[src/design/acs_pkg.sv]
package acs_pkg;
   // register map
   localparam int ACS_AW = 16;
   localparam logic [15:0] ACS_GAIN_LIMITS_OFS = 16'hdf17;
   localparam logic [15:0] ACS_PRIO_THR_OFS = 16'hdf18;
   localparam logic [15:0] ACS_IRQ_STAT_OFS = 16'hdf30;
   localparam logic [15:0] ACS_IRQ_MASK_OFS = 16'hdf31;
   localparam logic [7:0] ACS_GAIN_LIMITS_RST = 8'h03;
   localparam logic [7:0] ACS_PRIO_THR_RST = 8'h40;
   localparam logic [7:0] ACS_PRIO_THR_WMASK = 8'h7f;
   localparam logic [1:0] ACS_IRQ_RST = 2'h0;
   // field positions
   localparam int ACS_DIG_CEIL_LSB = 6;
   localparam int ACS_FRONT_CEIL_LSB = 3;
   localparam int ACS_TARGET_LSB = 0;
   localparam int ACS_ORDER_BIT = 6;
   localparam int ACS_REL_LSB = 4;
   localparam int ACS_ABS_LSB = 0;
   localparam int ACS_IRQ_CS_ON = 0;
   localparam int ACS_IRQ_CS_OFF = 1;
   localparam int ACS_IRQ_W = 2;
   // codes and gain steps
   localparam logic [3:0] ACS_ABS_OFF = 4'h8;
   localparam logic [1:0] ACS_REL_OFF = 2'h0;
   localparam logic [2:0] ACS_DIG_TOP = 3'h7;
   localparam logic [2:0] ACS_STAGE_MAX_RED = 3'h7;
   localparam logic [7:0] ACS_FRONT_STEP_DB = 8'h03;
   localparam logic [7:0] ACS_DIG_STEP_DB = 8'h03;
   localparam logic [7:0] ACS_DEADBAND_DB = 8'h02;
   localparam logic [3:0] ACS_SETTLE_SAMPLES = 4'h4;
   localparam logic [9:0] ACS_BASELINE_RST = 10'h3ff;

   typedef enum logic [1:0] {
      ACS_TRACK = 2'b00,
      ACS_SETTLE = 2'b01
   } acs_mode_e;

   function automatic logic [7:0] acs_target_db(input logic [2:0] code);
      logic [7:0] db;
      case (code)
         3'h0: db = 8'h18;
         3'h1: db = 8'h1b;
         3'h2: db = 8'h1e;
         3'h3: db = 8'h21;
         3'h4: db = 8'h24;
         3'h5: db = 8'h26;
         3'h6: db = 8'h28;
         default: db = 8'h2a;
      endcase
      return db;
   endfunction

   function automatic logic [7:0] acs_rel_db(input logic [1:0] code);
      logic [7:0] db;
      case (code)
         2'h1: db = 8'h06;
         2'h2: db = 8'h0a;
         2'h3: db = 8'h0e;
         default: db = 8'h00;
      endcase
      return db;
   endfunction
endpackage

[src/design/acs_agc_sense.sv]
// Overview of operation
// - digital gain limit code removes the top zero to three digital gain steps
// - front amp ceiling code forces that many combined front stage reduction steps
// - target code picks 24,27,30,33,36,38,40,42 dB; reset code 33 dB
// - order bit 1 reduces first stage first, 0 bottoms second stage first
// - relative code 00 disables; others need 6, 10 or 14 dB rise
// - absolute threshold is signed 1 dB steps relative to amplitude target
// - absolute code 1000 disables absolute carrier sense
// - signal strength equals filter amplitude when gain is not reduced
// - absolute codes -7..7 mean that many dB around the target
module acs_agc_sense import acs_pkg::*; (
   input wire logic clk_i,
   input wire logic rst_b_i,
   input wire logic [ACS_AW-1:0] addr_i,
   input wire logic [7:0] wdata_i,
   input wire logic wr_i,
   input wire logic rd_i,
   output logic [7:0] rdata_o,
   input wire logic [7:0] amp_db_i,
   input wire logic amp_valid_i,
   output logic [2:0] first_stage_red_o,
   output logic [2:0] second_stage_red_o,
   output logic [2:0] digital_gain_o,
   output logic [9:0] rssi_o,
   output logic carrier_sense_o,
   output logic irq_o
);
   typedef struct packed {
      logic [7:0] gl;
      logic [7:0] pt;
      logic [ACS_IRQ_W-1:0] stat;
      logic [ACS_IRQ_W-1:0] mask;
      logic [7:0] rdata;
      acs_mode_e mode;
      logic [3:0] settle;
      logic [2:0] first;
      logic [2:0] second;
      logic [2:0] dig;
      logic [9:0] rssi;
      logic [9:0] baseline;
      logic cs;
   } acs_state_s;

   acs_state_s st_r;
   acs_state_s st_nxt;

   logic [1:0] digital_gain_ceiling;
   logic [2:0] front_amp_gain_ceiling;
   logic [2:0] amplitude_target;
   logic stage_reduction_order;
   logic [1:0] relative_sense_threshold;
   logic [3:0] absolute_sense_threshold;
   logic [2:0] dig_max;
   logic [3:0] front_min;
   logic [3:0] front_sum;
   logic [2:0] dig_red;
   logic [9:0] red_db;
   logic [9:0] rssi_new;
   logic [7:0] target_db;
   logic amp_high;
   logic amp_low;
   logic decide;
   logic abs_hit;
   logic rel_hit;
   logic [2:0] first_step;
   logic [2:0] second_step;
   logic [2:0] dig_step;
   logic gain_moved;
   logic wr_gl;
   logic wr_pt;
   logic wr_stat;
   logic wr_mask;
   logic [ACS_IRQ_W-1:0] events;

   assign digital_gain_ceiling = st_r.gl[ACS_DIG_CEIL_LSB +: 2];
   assign front_amp_gain_ceiling = st_r.gl[ACS_FRONT_CEIL_LSB +: 3];
   assign amplitude_target = st_r.gl[ACS_TARGET_LSB +: 3];
   assign stage_reduction_order = st_r.pt[ACS_ORDER_BIT];
   assign relative_sense_threshold = st_r.pt[ACS_REL_LSB +: 2];
   assign absolute_sense_threshold = st_r.pt[ACS_ABS_LSB +: 4];

   assign dig_max = ACS_DIG_TOP - {1'b0, digital_gain_ceiling};
   assign front_min = {1'b0, front_amp_gain_ceiling};
   assign target_db = acs_target_db(amplitude_target);
   assign front_sum = {1'b0, st_r.first} + {1'b0, st_r.second};

   // loop decision against the target with a small dead band
   assign amp_high = {1'b0, amp_db_i} > ({1'b0, target_db} + {1'b0, ACS_DEADBAND_DB});
   assign amp_low = ({1'b0, amp_db_i} + {1'b0, ACS_DEADBAND_DB}) < {1'b0, target_db};
   assign decide = amp_valid_i && (st_r.mode == ACS_TRACK);

   acs_gain_stepper u_stepper (
      .first_i(st_r.first),
      .second_i(st_r.second),
      .dig_i(st_r.dig),
      .dig_max_i(dig_max),
      .front_min_i(front_min),
      .first_first_i(stage_reduction_order),
      .down_i(decide && amp_high),
      .up_i(decide && amp_low),
      .first_o(first_step),
      .second_o(second_step),
      .dig_o(dig_step)
   );

   assign gain_moved = (first_step != st_r.first) || (second_step != st_r.second) ||
                       (dig_step != st_r.dig);

   // strength seen at the antenna: amplitude plus the gain taken away
   assign dig_red = (st_r.dig >= dig_max) ? 3'h0 : (dig_max - st_r.dig);
   assign red_db = 10'(front_sum) * 10'(ACS_FRONT_STEP_DB) +
                   10'(dig_red) * 10'(ACS_DIG_STEP_DB);
   assign rssi_new = {2'b00, amp_db_i} + red_db;

   acs_sense_cmp u_sense (
      .rssi_i(st_r.rssi),
      .baseline_i(st_r.baseline),
      .target_code_i(amplitude_target),
      .abs_thr_i(absolute_sense_threshold),
      .rel_code_i(relative_sense_threshold),
      .abs_hit_o(abs_hit),
      .rel_hit_o(rel_hit)
   );

   assign wr_gl = wr_i && (addr_i == ACS_GAIN_LIMITS_OFS);
   assign wr_pt = wr_i && (addr_i == ACS_PRIO_THR_OFS);
   assign wr_stat = wr_i && (addr_i == ACS_IRQ_STAT_OFS);
   assign wr_mask = wr_i && (addr_i == ACS_IRQ_MASK_OFS);

   always_comb begin
      st_nxt = st_r;
      events = '0;
      // registers
      if (wr_gl) begin
         st_nxt.gl = wdata_i;
      end
      if (wr_pt) begin
         st_nxt.pt = wdata_i & ACS_PRIO_THR_WMASK;
      end
      if (wr_mask) begin
         st_nxt.mask = wdata_i[ACS_IRQ_W-1:0];
      end
      st_nxt.rdata = 8'h00;
      if (rd_i) begin
         case (addr_i)
            ACS_GAIN_LIMITS_OFS: st_nxt.rdata = st_r.gl;
            ACS_PRIO_THR_OFS: st_nxt.rdata = st_r.pt;
            ACS_IRQ_STAT_OFS: st_nxt.rdata = {6'h00, st_r.stat};
            ACS_IRQ_MASK_OFS: st_nxt.rdata = {6'h00, st_r.mask};
            default: st_nxt.rdata = 8'h00;
         endcase
      end
      // gain stages, ceilings enforced in every cycle
      st_nxt.first = first_step;
      st_nxt.second = second_step;
      st_nxt.dig = dig_step;
      case (st_r.mode)
         ACS_TRACK: begin
            if (decide && gain_moved) begin
               st_nxt.mode = ACS_SETTLE;
               st_nxt.settle = ACS_SETTLE_SAMPLES;
            end
         end
         ACS_SETTLE: begin
            if (amp_valid_i) begin
               st_nxt.settle = st_r.settle - 4'h1;
               if (st_r.settle == 4'h1) begin
                  st_nxt.mode = ACS_TRACK;
               end
            end
         end
         default: begin
            st_nxt.mode = ACS_TRACK;
         end
      endcase
      // strength and quiet baseline
      if (amp_valid_i) begin
         st_nxt.rssi = rssi_new;
         if (!st_r.cs && rssi_new < st_r.baseline) begin
            st_nxt.baseline = rssi_new;
         end
      end
      st_nxt.cs = abs_hit || rel_hit;
      if (st_r.cs && !st_nxt.cs) begin
         st_nxt.baseline = st_r.rssi;
      end
      events[ACS_IRQ_CS_ON] = st_nxt.cs && !st_r.cs;
      events[ACS_IRQ_CS_OFF] = !st_nxt.cs && st_r.cs;
      // set wins over a write-one clear
      if (wr_stat) begin
         st_nxt.stat = (st_r.stat & ~wdata_i[ACS_IRQ_W-1:0]) | events;
      end else begin
         st_nxt.stat = st_r.stat | events;
      end
   end

   always_ff @(posedge clk_i or negedge rst_b_i) begin
      if (!rst_b_i) begin
         st_r <= '0;
         st_r.gl <= ACS_GAIN_LIMITS_RST;
         st_r.pt <= ACS_PRIO_THR_RST;
         st_r.stat <= ACS_IRQ_RST;
         st_r.mask <= ACS_IRQ_RST;
         st_r.mode <= ACS_TRACK;
         st_r.dig <= ACS_DIG_TOP;
         st_r.baseline <= ACS_BASELINE_RST;
      end else begin
         st_r <= st_nxt;
      end
   end

   assign rdata_o = st_r.rdata;
   assign first_stage_red_o = st_r.first;
   assign second_stage_red_o = st_r.second;
   assign digital_gain_o = st_r.dig;
   assign rssi_o = st_r.rssi;
   assign carrier_sense_o = st_r.cs;
   assign irq_o = |(st_r.stat & st_r.mask);
endmodule

[src/design/acs_gain_stepper.sv]
module acs_gain_stepper import acs_pkg::*; (
   input wire logic [2:0] first_i,
   input wire logic [2:0] second_i,
   input wire logic [2:0] dig_i,
   input wire logic [2:0] dig_max_i,
   input wire logic [3:0] front_min_i,
   input wire logic first_first_i,
   input wire logic down_i,
   input wire logic up_i,
   output logic [2:0] first_o,
   output logic [2:0] second_o,
   output logic [2:0] dig_o
);
   logic [3:0] front_sum;
   logic front_under;
   logic red_first;
   logic red_second;
   logic raise_second;

   assign front_sum = {1'b0, first_i} + {1'b0, second_i};
   assign front_under = front_sum < front_min_i;
   // stage order for reduction
   assign red_first = first_first_i ? (first_i != ACS_STAGE_MAX_RED) :
                      (second_i == ACS_STAGE_MAX_RED && first_i != ACS_STAGE_MAX_RED);
   assign red_second = first_first_i ?
                       (first_i == ACS_STAGE_MAX_RED && second_i != ACS_STAGE_MAX_RED) :
                       (second_i != ACS_STAGE_MAX_RED);
   // gain comes back in the reverse order
   assign raise_second = first_first_i ? (second_i != 3'h0) : (first_i == 3'h0);

   always_comb begin
      first_o = first_i;
      second_o = second_i;
      dig_o = dig_i;
      if (dig_i > dig_max_i) begin
         dig_o = dig_max_i;
      end else if (front_under || down_i) begin
         if (red_first) begin
            first_o = first_i + 3'h1;
         end else if (red_second) begin
            second_o = second_i + 3'h1;
         end else if (!front_under && dig_i != 3'h0) begin
            dig_o = dig_i - 3'h1;
         end
      end else if (up_i) begin
         if (dig_i < dig_max_i) begin
            dig_o = dig_i + 3'h1;
         end else if (front_sum > front_min_i) begin
            if (raise_second) begin
               second_o = second_i - 3'h1;
            end else begin
               first_o = first_i - 3'h1;
            end
         end
      end
   end
endmodule

[src/design/acs_sense_cmp.sv]
module acs_sense_cmp import acs_pkg::*; (
   input wire logic [9:0] rssi_i,
   input wire logic [9:0] baseline_i,
   input wire logic [2:0] target_code_i,
   input wire logic [3:0] abs_thr_i,
   input wire logic [1:0] rel_code_i,
   output logic abs_hit_o,
   output logic rel_hit_o
);
   logic [9:0] abs_level;
   logic [10:0] rel_level;

   // signed offset in 1 dB steps around the selected target
   assign abs_level = {2'b00, acs_target_db(target_code_i)} +
                      {{6{abs_thr_i[3]}}, abs_thr_i};
   assign abs_hit_o = (abs_thr_i != ACS_ABS_OFF) && (rssi_i >= abs_level);
   // rise above the quiet baseline
   assign rel_level = {1'b0, baseline_i} + {3'b000, acs_rel_db(rel_code_i)};
   assign rel_hit_o = (rel_code_i != ACS_REL_OFF) && ({1'b0, rssi_i} >= rel_level);
endmodule

[config.mk]
export PLATFORM = sky130hd
export DESIGN_NAME = acs_agc_sense
export DESIGN_NICKNAME = d
export VERILOG_FILES = /design/src/design/acs_pkg.sv /design/src/design/acs_agc_sense.sv /design/src/design/acs_gain_stepper.sv /design/src/design/acs_sense_cmp.sv
export SDC_FILE = /design/constraint.sdc
export NUM_CORES = 1
export LEC_CHECK = 0
export BUFFER_PORTS_ARGS = -buffer_cell sky130_fd_sc_hd__buf_2
export CAP_MARGIN = 20
export CORE_MARGIN = 5
export CORE_UTILIZATION = 60
export CTS_BUF_LIST = sky130_fd_sc_hd__clkbuf_4
export CTS_CLUSTER_DIAMETER = 120
export DETAILED_ROUTE_END_ITERATION = 12
export HOLD_SLACK_MARGIN = 0.06
export PLACE_DENSITY_LB_ADDON = 0.05
export SYNTH_ARGS = -nofsm -noshare
export SYNTH_HDL_FRONTEND = slang
export SYNTH_SLANG_ARGS = --single-unit
[constraint.sdc]
create_clock -name clk_i -period 16.6 [get_ports clk_i]
set_input_delay 1.66 -clock clk_i [delete_from_list [all_inputs] [get_ports clk_i]]
set_output_delay 1.66 -clock clk_i [all_outputs]
set_load 0.05 [all_outputs]
==> reports/metrics.yaml, run 1 <==
drtAntennaViolNets: 0
grt_first_pass_wirelength_mm: 21.31
grt-ovfl-total: 0
n_fill_cell: 792
async_flop_share_pct: 100.0
area_delta_synth_final_pct: 6.878
cts_setup_buffers: 0
synth_edf_count: 0
worst_clock_skew_ns: 0.02565
criticalPathCategory: "reg -> reg"
min_path_cells: 1
min_path_type: "reg -> reg"
clk_path_buf_depth: 2
reg2reg_from: "digital_gain_o[1]"
pin_count: 66
holdBufCountCts: 0
drc: 0
rrSetupSlack_ns: 9.19
track_usage_pct: 23.23
initial_core_util_pct: 61.32
synth-compound-area-share_pct: 16.17
maxSlewHeadroom_pct: 37.17
worst_pin_slew_ns: 0.9326
synth_area_sq_um: 5639
numCtsBuffers: 9
grt_pass1_vias: 4407
htreeDepth: 3
postSynthCellCount: 590
cts_tree: "built"
synth_xor_area_share_pct: 4.038
yosys.area_share.simple_pct: 13.89
ys_seq_elements: 61
insertion_delay_ns: 0.43
yosysWarnings: 0
grt_max_degree: 62
syn_nets: 721
core_area_sq_um: 9196
finalSetupTns_ns: 0
final_util_pct: 65.54
outcome: "complete, no violations"
reg2reg_to: "st_r[4]"
first_pass_iters: 5
place_congestion: 0.9050
setup_viol: 0
antenna_found_initial: 0
required_ns: 16.97
cp.arrival_ns: 7.78
timing.final.crit_period_ns: 7.411
wl_per_cell_um: 16.95
fp.dieW_um: 106.9
post_cts_resized: 0
fmax_mhz: 134.9
die_h_um: 106.9
viasPerCell: 5.823
synth.area.mux_share_pct: 6.878
dp_hpwl_mm: 10.22
numPortBuffers: 64
final_nets: 761
cap_violations: 0
drt-total-wl_mm: 12.64
synth_cell_types: 73
crit_path_start_kind: "register"
dieArea_sq_um: 11440
post-route-period-util_pct: 44.64
layout_commonest_cell: "ha_1"
synth_top_family_by_area: "adder cells"
via_count: 4344
final_cell_mix: "ha_1 (81), buf_2 (64), inv_1 (63)"
worst_setup_path_end_kind: "register"
slew_violations: 0
dr.first_iter.drc_count: 114
hold_start: "st_r[10]"
clkTransAtPathRegs_ns: 0.13
cp_max_fo: 6
finalHoldViolations: 0
rows: 35
cts_num_sinks: 61
avgSynthCellArea_sq_um: 9.558
ys.flop_type: "dfrtp_1"
diodes: 0
rsz0062_at_grt: "false"
reg2regPathDepth: 24
hold_path_end: "st_r[10]"
synth-seq-area-share_pct: 27.42
synth-adder-area-share_pct: 22.59
clockRootBuffer: "clkbuf_4"
drive_above_1_share_pct: 22.68
## through the flow
step | hold slack (ns) | instance area (sq um) | setup WS [ns] | cells
after floorplan | 0.4696 | 5639 | 10.29 | 590
after global routing | 0.5453 | 6027 | 8.627 | 746
after CTS | 0.5284 | 6027 | 9.208 | 746
final | 0.5271 | 6027 | 9.189 | 746
after global placement | 0.5017 | 5864 | 9.453 | 730
after detailed placement | 0.5104 | 5864 | 9.233 | 730
## synthesized netlist by cell type, drive strengths merged, types with 5 or more instances
cell / n / area share, %
fa: 13 / 4.6
o21ai: 25 / 2.2
buf: 27 / 3.6
mux2i: 8 / 1.4
a22oi: 6 / 0.80
mux2: 27 / 5.5
dfstp: 16 / 7.5
nand2: 18 / 1.2
ha: 81 / 18
nor4: 6 / 1.2
inv: 63 / 4.2
a21o: 10 / 1.3
xnor2: 17 / 2.6
dfrtp: 45 / 20
o22ai: 6 / 0.67
xor2: 9 / 1.4
a21oi: 37 / 3.4
o21a: 5 / 0.67
a31oi: 11 / 1.2
nand3: 13 / 1.2
nor2: 35 / 2.3
a211oi: 6 / 0.89
nand2b: 8 / 0.89
nor2b: 14 / 1.6
and3: 6 / 0.67
clkbuf: 11 / 1.1
## logic make-up after synthesis
kind of cell / after synthesis
buf+inv: 101
other cells: 2
xor+xnor: 26
fa+ha+maj: 94
mux: 35
compound gates: 136
simple gates: 135
flops: 61
## final cells by class
class,instances,area (sq um),area share [%]
Clock buffer,10,75.07,1.246
Clock inverter,6,87.58,1.453
Multi-Input combinational cell,428,3600,59.73
Timing Repair Buffer,67,342.8,5.688
Inverter,63,236.5,3.924
Sequential cell,61,1546,25.66
Tap cell,111,138.9,2.304
## worst max-delay path by stage
stage / start / endpoint / slack [ns] / cells after the start
6_report: digital_gain_o[1] / st_r[4] / 9.19 / 24
5_1_grt: digital_gain_o[1] / st_r[4] / 8.63 / 24
4_1_cts: digital_gain_o[1] / st_r[4] / 9.21 / 24
3_5_place_dp: digital_gain_o[1] / st_r[4] / 9.23 / 24
3_3_place_gp: digital_gain_o[1] / st_r[4] / 9.45 / 24
2_1_floorplan: digital_gain_o[1] / st_r[8] / 10.29 / 24
## registers in the layout (all words and copies together) (netlist names)
| signal | flops |
|---|---|
| absolute_sense_threshold | 4 |
| rdata_o | 8 |
| front_amp_gain_ceiling | 3 |
| rssi_o | 9 |
| relative_sense_threshold | 2 |
| digital_gain_ceiling | 2 |
| amplitude_target | 3 |
| st_r | 20 |
| digital_gain_o | 3 |
| second_stage_red_o | 3 |
| first_stage_red_o | 3 |
| carrier_sense_o | 1 |
## layer usage
layer,routed length [um],track usage (%),vias up,share of wire (%)
li1,-,-,2161,-
met1,5620,29.27,2108,44
met2,6411,40.60,58,51
met3,339,4.154,17,2.7
met4,270,6.941,0,2.1
met5,0,0,-,0
## critical path: stages (launching register included)
cell and delay (ns):
dfstp_2 0.62, inv_1 0.10, ha_1 0.29, nor2b_1 0.19, nor2_1 0.10, o21ai_0 0.67, nand2b_1 0.27, fa_1 0.54
fa_1 0.53, fa_1 0.53, inv_1 0.07, fa_1 0.45, a21o_1 0.20, a21oi_1 0.22, nor2b_1 0.07, o21ai_0 0.20
a21oi_1 0.10, a31oi_1 0.24, ha_1 0.17, o21a_1 0.11, o211ai_1 0.07, o21ai_0 0.75, buf_4 0.29, mux2_2 0.33
mux2_2 0.26
Power of run 1 is not shown: default switching activity piles up to over one toggle a cycle in this logic, so the estimate is an artifact.
==> run 2: changes to the inputs <==
- clock period: 16.6 -> 7.3 ns (I/O delays scaled with it)
==> run 2 against run 1 <==
Net effect:
- cell count is 0.27% higher
- wire length up 1.4%
- register-to-register slack got worse by 8.3 ns
- hold slack worse by 0.077 ns
- worst setup slack lost 8.3 ns
- core utilization is 0.11 points higher
- flip-flop and latch count unchanged
- critical path depth rose by 4
- maximum frequency is 16% higher
- first-iteration DRC count grew 30%
- clock-buffer cell count rose by 1
- sequential share of layout area about the same
- highest routed layer unchanged
==> reports/metrics.yaml, run 2 (synthesis results as in run 1) <==
outcome: "complete, no violations"
fmax_mhz: 156.9  # +16%
cts_tree: "built"
layout_setup_ws_ns: 0.9283  # -8.261 ns
worst_setup_path_end_kind: "register"
layout_commonest_cell: "ha_1"
first_pass_iters: 5  # unchanged
grt_pass1_vias: 4411  # +0.091%
track_usage_pct: 23.22  # about the same
cp_max_fo: 6  # unchanged
criticalPathCategory: "reg -> reg"
core_area_sq_um: 9196  # unchanged
min_path_type: "in -> async"
fp.dieW_um: 106.9  # unchanged
cts_setup_buffers: 0  # unchanged
pin_count: 66  # unchanged
top_register: "st_r"
clkTransAtPathRegs_ns: 0.12  # about the same
place_congestion: 0.9023  # -0.30%
final_nets: 763  # +0.26%
post_cts_resized: 0  # unchanged
cp.arrival_ns: 6.72  # -1.06 ns
grt_first_pass_wirelength_mm: 21.25  # -0.29%
maxSlewHeadroom_pct: 46.48  # +9.3 points
via_count: 4329  # -0.35%
crit_path_start_kind: "register"
viasPerCell: 5.787  # -0.61%
numPortBuffers: 64  # unchanged
initial_core_util_pct: 61.32  # unchanged
insertion_delay_ns: 0.42  # about the same
clockRootBuffer: "clkbuf_4"
path_buf_inv: 6  # +3
slew_violations: 0  # unchanged
post-route-period-util_pct: 87.28  # +43 points
finalSetupTns_ns: 0  # unchanged
drt-total-wl_mm: 12.82  # +1.4%
timing.final.crit_period_ns: 6.372  # -1.039 ns
largest_register_ffs: 20  # unchanged
dpl_worst_slack_ns: 0.9604  # -8.273 ns
area_delta_synth_final_pct: 7.056
die_h_um: 106.9  # unchanged
dieArea_sq_um: 11440  # unchanged
antenna_found_initial: 0  # unchanged
critPathTopFamily: "adder cells"
holdBufCountCts: 0  # unchanged
cpMaxStageDelayCell: "dfstp_2"
drtAntennaViolNets: 0  # unchanged
worst_clock_skew_ns: 0.01753  # -0.008122 ns
numCtsBuffers: 9  # unchanged
required_ns: 7.65  # -9.32 ns
dr.first_iter.drc_count: 148  # +30%
cap_violations: 0  # unchanged
grt_max_degree: 62  # unchanged
drc: 0  # unchanged
final_util_pct: 65.65  # +0.11 points
drive_above_1_share_pct: 22.92  # +0.24 points
rows: 35  # unchanged
worst_pin_slew_ns: 0.8028  # -0.1298 ns
wl_per_cell_um: 17.14  # +1.2%
dp_hpwl_mm: 10.36  # +1.4%
finalHoldViolations: 0  # unchanged
setup_viol: 0  # unchanged
htreeDepth: 3  # unchanged
cts_num_sinks: 61  # unchanged
clk_path_buf_depth: 2  # unchanged
diodes: 0  # unchanged
grt-ovfl-total: 0  # unchanged
slowest_delay_ns: 0.62  # -0.13 ns
final_cell_mix: "ha_1 (81), buf_2 (64), inv_1 (63)"
rsz0062_at_grt: "false"
run 2: cell count changes in the layout (fill, tap and decap cells not counted), sizes merged:
cell	before	now
clkbuf	10	11
buf	67	69
clkinv	1	3
clkinvlp	3	0
run 2: final cells by class:
| class | instances | area [sq um] |
|---|---|---|
| clock buffers | 11 | 82.58 |
| clock inverters | 5 | 75.07 |
| fillers | 754 | 3159 |
| inverters | 63 | 236.5 |
| multi-input cells | 428 | 3600 |
| flip-flops and latches | 61 | 1546 |
| well taps | 111 | 138.9 |
| repair buffers | 69 | 357.8 |
run 2: path summary, 6_finish.rpt:
| kind | slack [ns] | end | cells past startpoint | startpoint |
|---|---|---|---|---|
| worst max-delay path | 0.93 | st_r[4] | 28 | digital_gain_o[1] |
| worst min-delay path | 0.45 | rssi_o[5] | 2 | rst_b_i |
| worst max register to register | 0.93 | st_r[4] | 28 | digital_gain_o[1] |
| worst min register to register | 0.53 | st_r[10] | 1 | st_r[10] |
| max in group asynchronous | 6.29 | st_r[45] | 2 | rst_b_i |
| min in group clk_i | 0.53 | st_r[10] | 1 | st_r[10] |
run 2: metrics by stage:
| step | instances | instance area, sq um | hold WS, ns |
|---|---|---|---|
| after floorplan | 590 | 5639 | 0.4344 |
| after global placement | 732 | 5879 | 0.5090 |
| after detailed placement | 732 | 5879 | 0.5157 |
| after CTS | 748 | 6037 | 0.4835 |
| after global routing | 748 | 6037 | 0.5005 |
| final | 748 | 6037 | 0.4502 |
run 2: layer usage:
metal	vias to the layer above	GRT usage (%)	routed length, um
li1	2166	-	-
met1	2073	29.03	5513
met2	68	41.10	6613
met3	22	3.913	444
met4	0	6.849	249
met5	-	0	0
run 2: worst register-to-register path, delay by kind of cell, from the launching register on:
family | cells | cell delay [ns]
adder cells (fa/ha/maj) | 7 | 2.54
AO/OA/AOI/OAI | 9 | 1.54
flip-flops | 1 | 0.62
buffers and inverters | 6 | 0.60
multiplexers | 2 | 0.51
AND/OR/NAND/NOR | 4 | 0.48
Power of run 2 is left out for the same reason.
==> run 3: changes to the inputs <==
- PLACE_DENSITY: not set -> 0.85
- PLACE_DENSITY_LB_ADDON: 0.05 -> not set
==> run 3 against run 2 <==
Net effect:
- wire length barely moved
- first-iteration DRC count rose by 26%
- design area fell by 0.37%
- cell count fell by 0.13%
- maximum frequency fell by 0.26%
- hold slack improved by 0.018 ns
- critical endpoint is now st_r[8]
- largest cell class unchanged
==> reports/metrics.yaml, run 3 (synthesis results as in run 1) <==
outcome: "complete, no violations"
initial_core_util_pct: 61.32  # unchanged
required_ns: 7.65  # about the same
min_path_type: "in -> async"
post_cts_resized: 0  # unchanged
holdWs_ns: 0.4680  # +0.01775 ns
cap_violations: 0  # unchanged
antenna_found_initial: 1  # +1
rsz0062_at_grt: "false"
drc: 0  # unchanged
clockRootBuffer: "clkbuf_4"
insertion_delay_ns: 0.42  # about the same
postLayoutCellArea_sq_um: 6015  # -0.37%
worst_setup_path_end_kind: "register"
cts_setup_buffers: 0  # unchanged
fmax_mhz: 156.5  # -0.26%
drt-total-wl_mm: 12.83  # about the same
layout_commonest_cell: "ha_1"
finalHoldViolations: 0  # unchanged
core_area_sq_um: 9196  # unchanged
diodes: 0  # unchanged
viasPerCell: 6.033  # +4.3%
die_h_um: 106.9  # unchanged
htreeDepth: 3  # unchanged
dp.cells: 731  # -0.14%
critPathTopFamily: "adder cells"
clk_path_buf_depth: 2  # unchanged
pin_count: 66  # unchanged
first_pass_iters: 7  # +2
slowest_delay_ns: 0.61  # about the same
drive_above_1_share_pct: 22.80  # -0.12 points
path_buf_inv: 6  # unchanged
final_nets: 762  # -0.13%
top_register: "st_r"
cp_max_fo: 10  # +4
layout.cells.non_filler: 747  # -0.13%
cpMaxStageDelayCell: "dfstp_2"
holdBufCountCts: 0  # unchanged
criticalPathCategory: "reg -> reg"
cts_tree: "built"
cp.arrival_ns: 6.74  # +0.02 ns
worst_pin_slew_ns: 0.7954  # -0.007389 ns
worst_clock_skew_ns: 0.01672  # -0.0008076 ns
clkTransAtPathRegs_ns: 0.11  # about the same
wl_per_cell_um: 17.18  # +0.21%
via_count: 4507  # +4.1%
dieArea_sq_um: 11440  # unchanged
timing.final.crit_period_ns: 6.388  # +0.01668 ns
area_delta_synth_final_pct: 6.656
grt_first_pass_wirelength_mm: 21.25  # unchanged
setup_viol: 0  # unchanged
cts_num_sinks: 61  # unchanged
fp.dieW_um: 106.9  # unchanged
dp_hpwl_mm: 10.31  # -0.51%
numPortBuffers: 64  # unchanged
grt-ovfl-total: 0  # unchanged
n_fill_cell: 730  # -3.2%
track_usage_pct: 23.23  # about the same
dr.first_iter.drc_count: 186  # +26%
grt_max_degree: 62  # unchanged
rows: 35  # unchanged
crit_path_start_kind: "register"
maxSlewHeadroom_pct: 46.97  # +0.49 points
placed_cell_area_sq_um: 5872  # -0.13%
drtAntennaViolNets: 0  # unchanged
final_cell_mix: "ha_1 (81), buf_2 (64), inv_1 (63)"
grt_pass1_vias: 4577  # +3.8%
largest_register_ffs: 20  # unchanged
numCtsBuffers: 9  # unchanged
post-route-period-util_pct: 87.51  # +0.23 points
finalSetupTns_ns: 0  # unchanged
slew_violations: 0  # unchanged
place_congestion: 0.8896  # -1.4%
run 3: routing by layer:
metal | track usage (%) | share of wire (%) | vias to the layer above
li1 | - | - | 2165
met1 | 28.74 | 43 | 2198
met2 | 41.37 | 51 | 121
met3 | 3.251 | 4.2 | 23
met4 | 8.037 | 1.8 | 0
met5 | 0 | 0 | -
run 3: path summary, 6_finish.rpt:
path                              startpoint                   endpoint  slack [ns]  depth (start not counted)
max                        digital_gain_o[1]                    st_r[8]        0.91                         28
min                                  rst_b_i                  rssi_o[2]        0.47                          2
max reg2reg                digital_gain_o[1]                    st_r[8]        0.91                         28
min reg2reg                         st_r[30]                   st_r[30]        0.52                          1
max in group asynchronous            rst_b_i  front_amp_gain_ceiling[2]        6.29                          2
min in group clk_i                  st_r[30]                   st_r[30]        0.52                          1
run 3: final cells by class:
| type | count | area, sq um | share of cell area, % |
|---|---|---|---|
| well taps | 111 | 138.9 | 2.309 |
| multi-input cells | 428 | 3600 | 59.85 |
| inverters | 63 | 236.5 | 3.932 |
| clock inverters | 7 | 75.07 | 1.248 |
| flip-flops and latches | 61 | 1546 | 25.71 |
| repair buffers | 68 | 350.3 | 5.825 |
| clock buffers | 9 | 67.56 | 1.123 |
run 3: worst register-to-register path: cells and delay by family (launching register included):
family,cells,cell delay (ns)
AO/OA/AOI/OAI,10,1.81
adder cells (fa/ha/maj),7,2.56
flip-flops,1,0.61
AND/OR/NAND/NOR,5,0.68
buffers and inverters,6,0.66
run 3: stage by stage:
stage / setup slack (ns) / util [%]
detailed placement: 0.9628 / 63.85
global placement: 1.257 / 63.85
floorplan: 0.9936 / -
global route: 0.5340 / 65.40
CTS: 0.9304 / 65.40
finish: 0.9116 / 65.40
Power of run 3 is left out for the same reason.
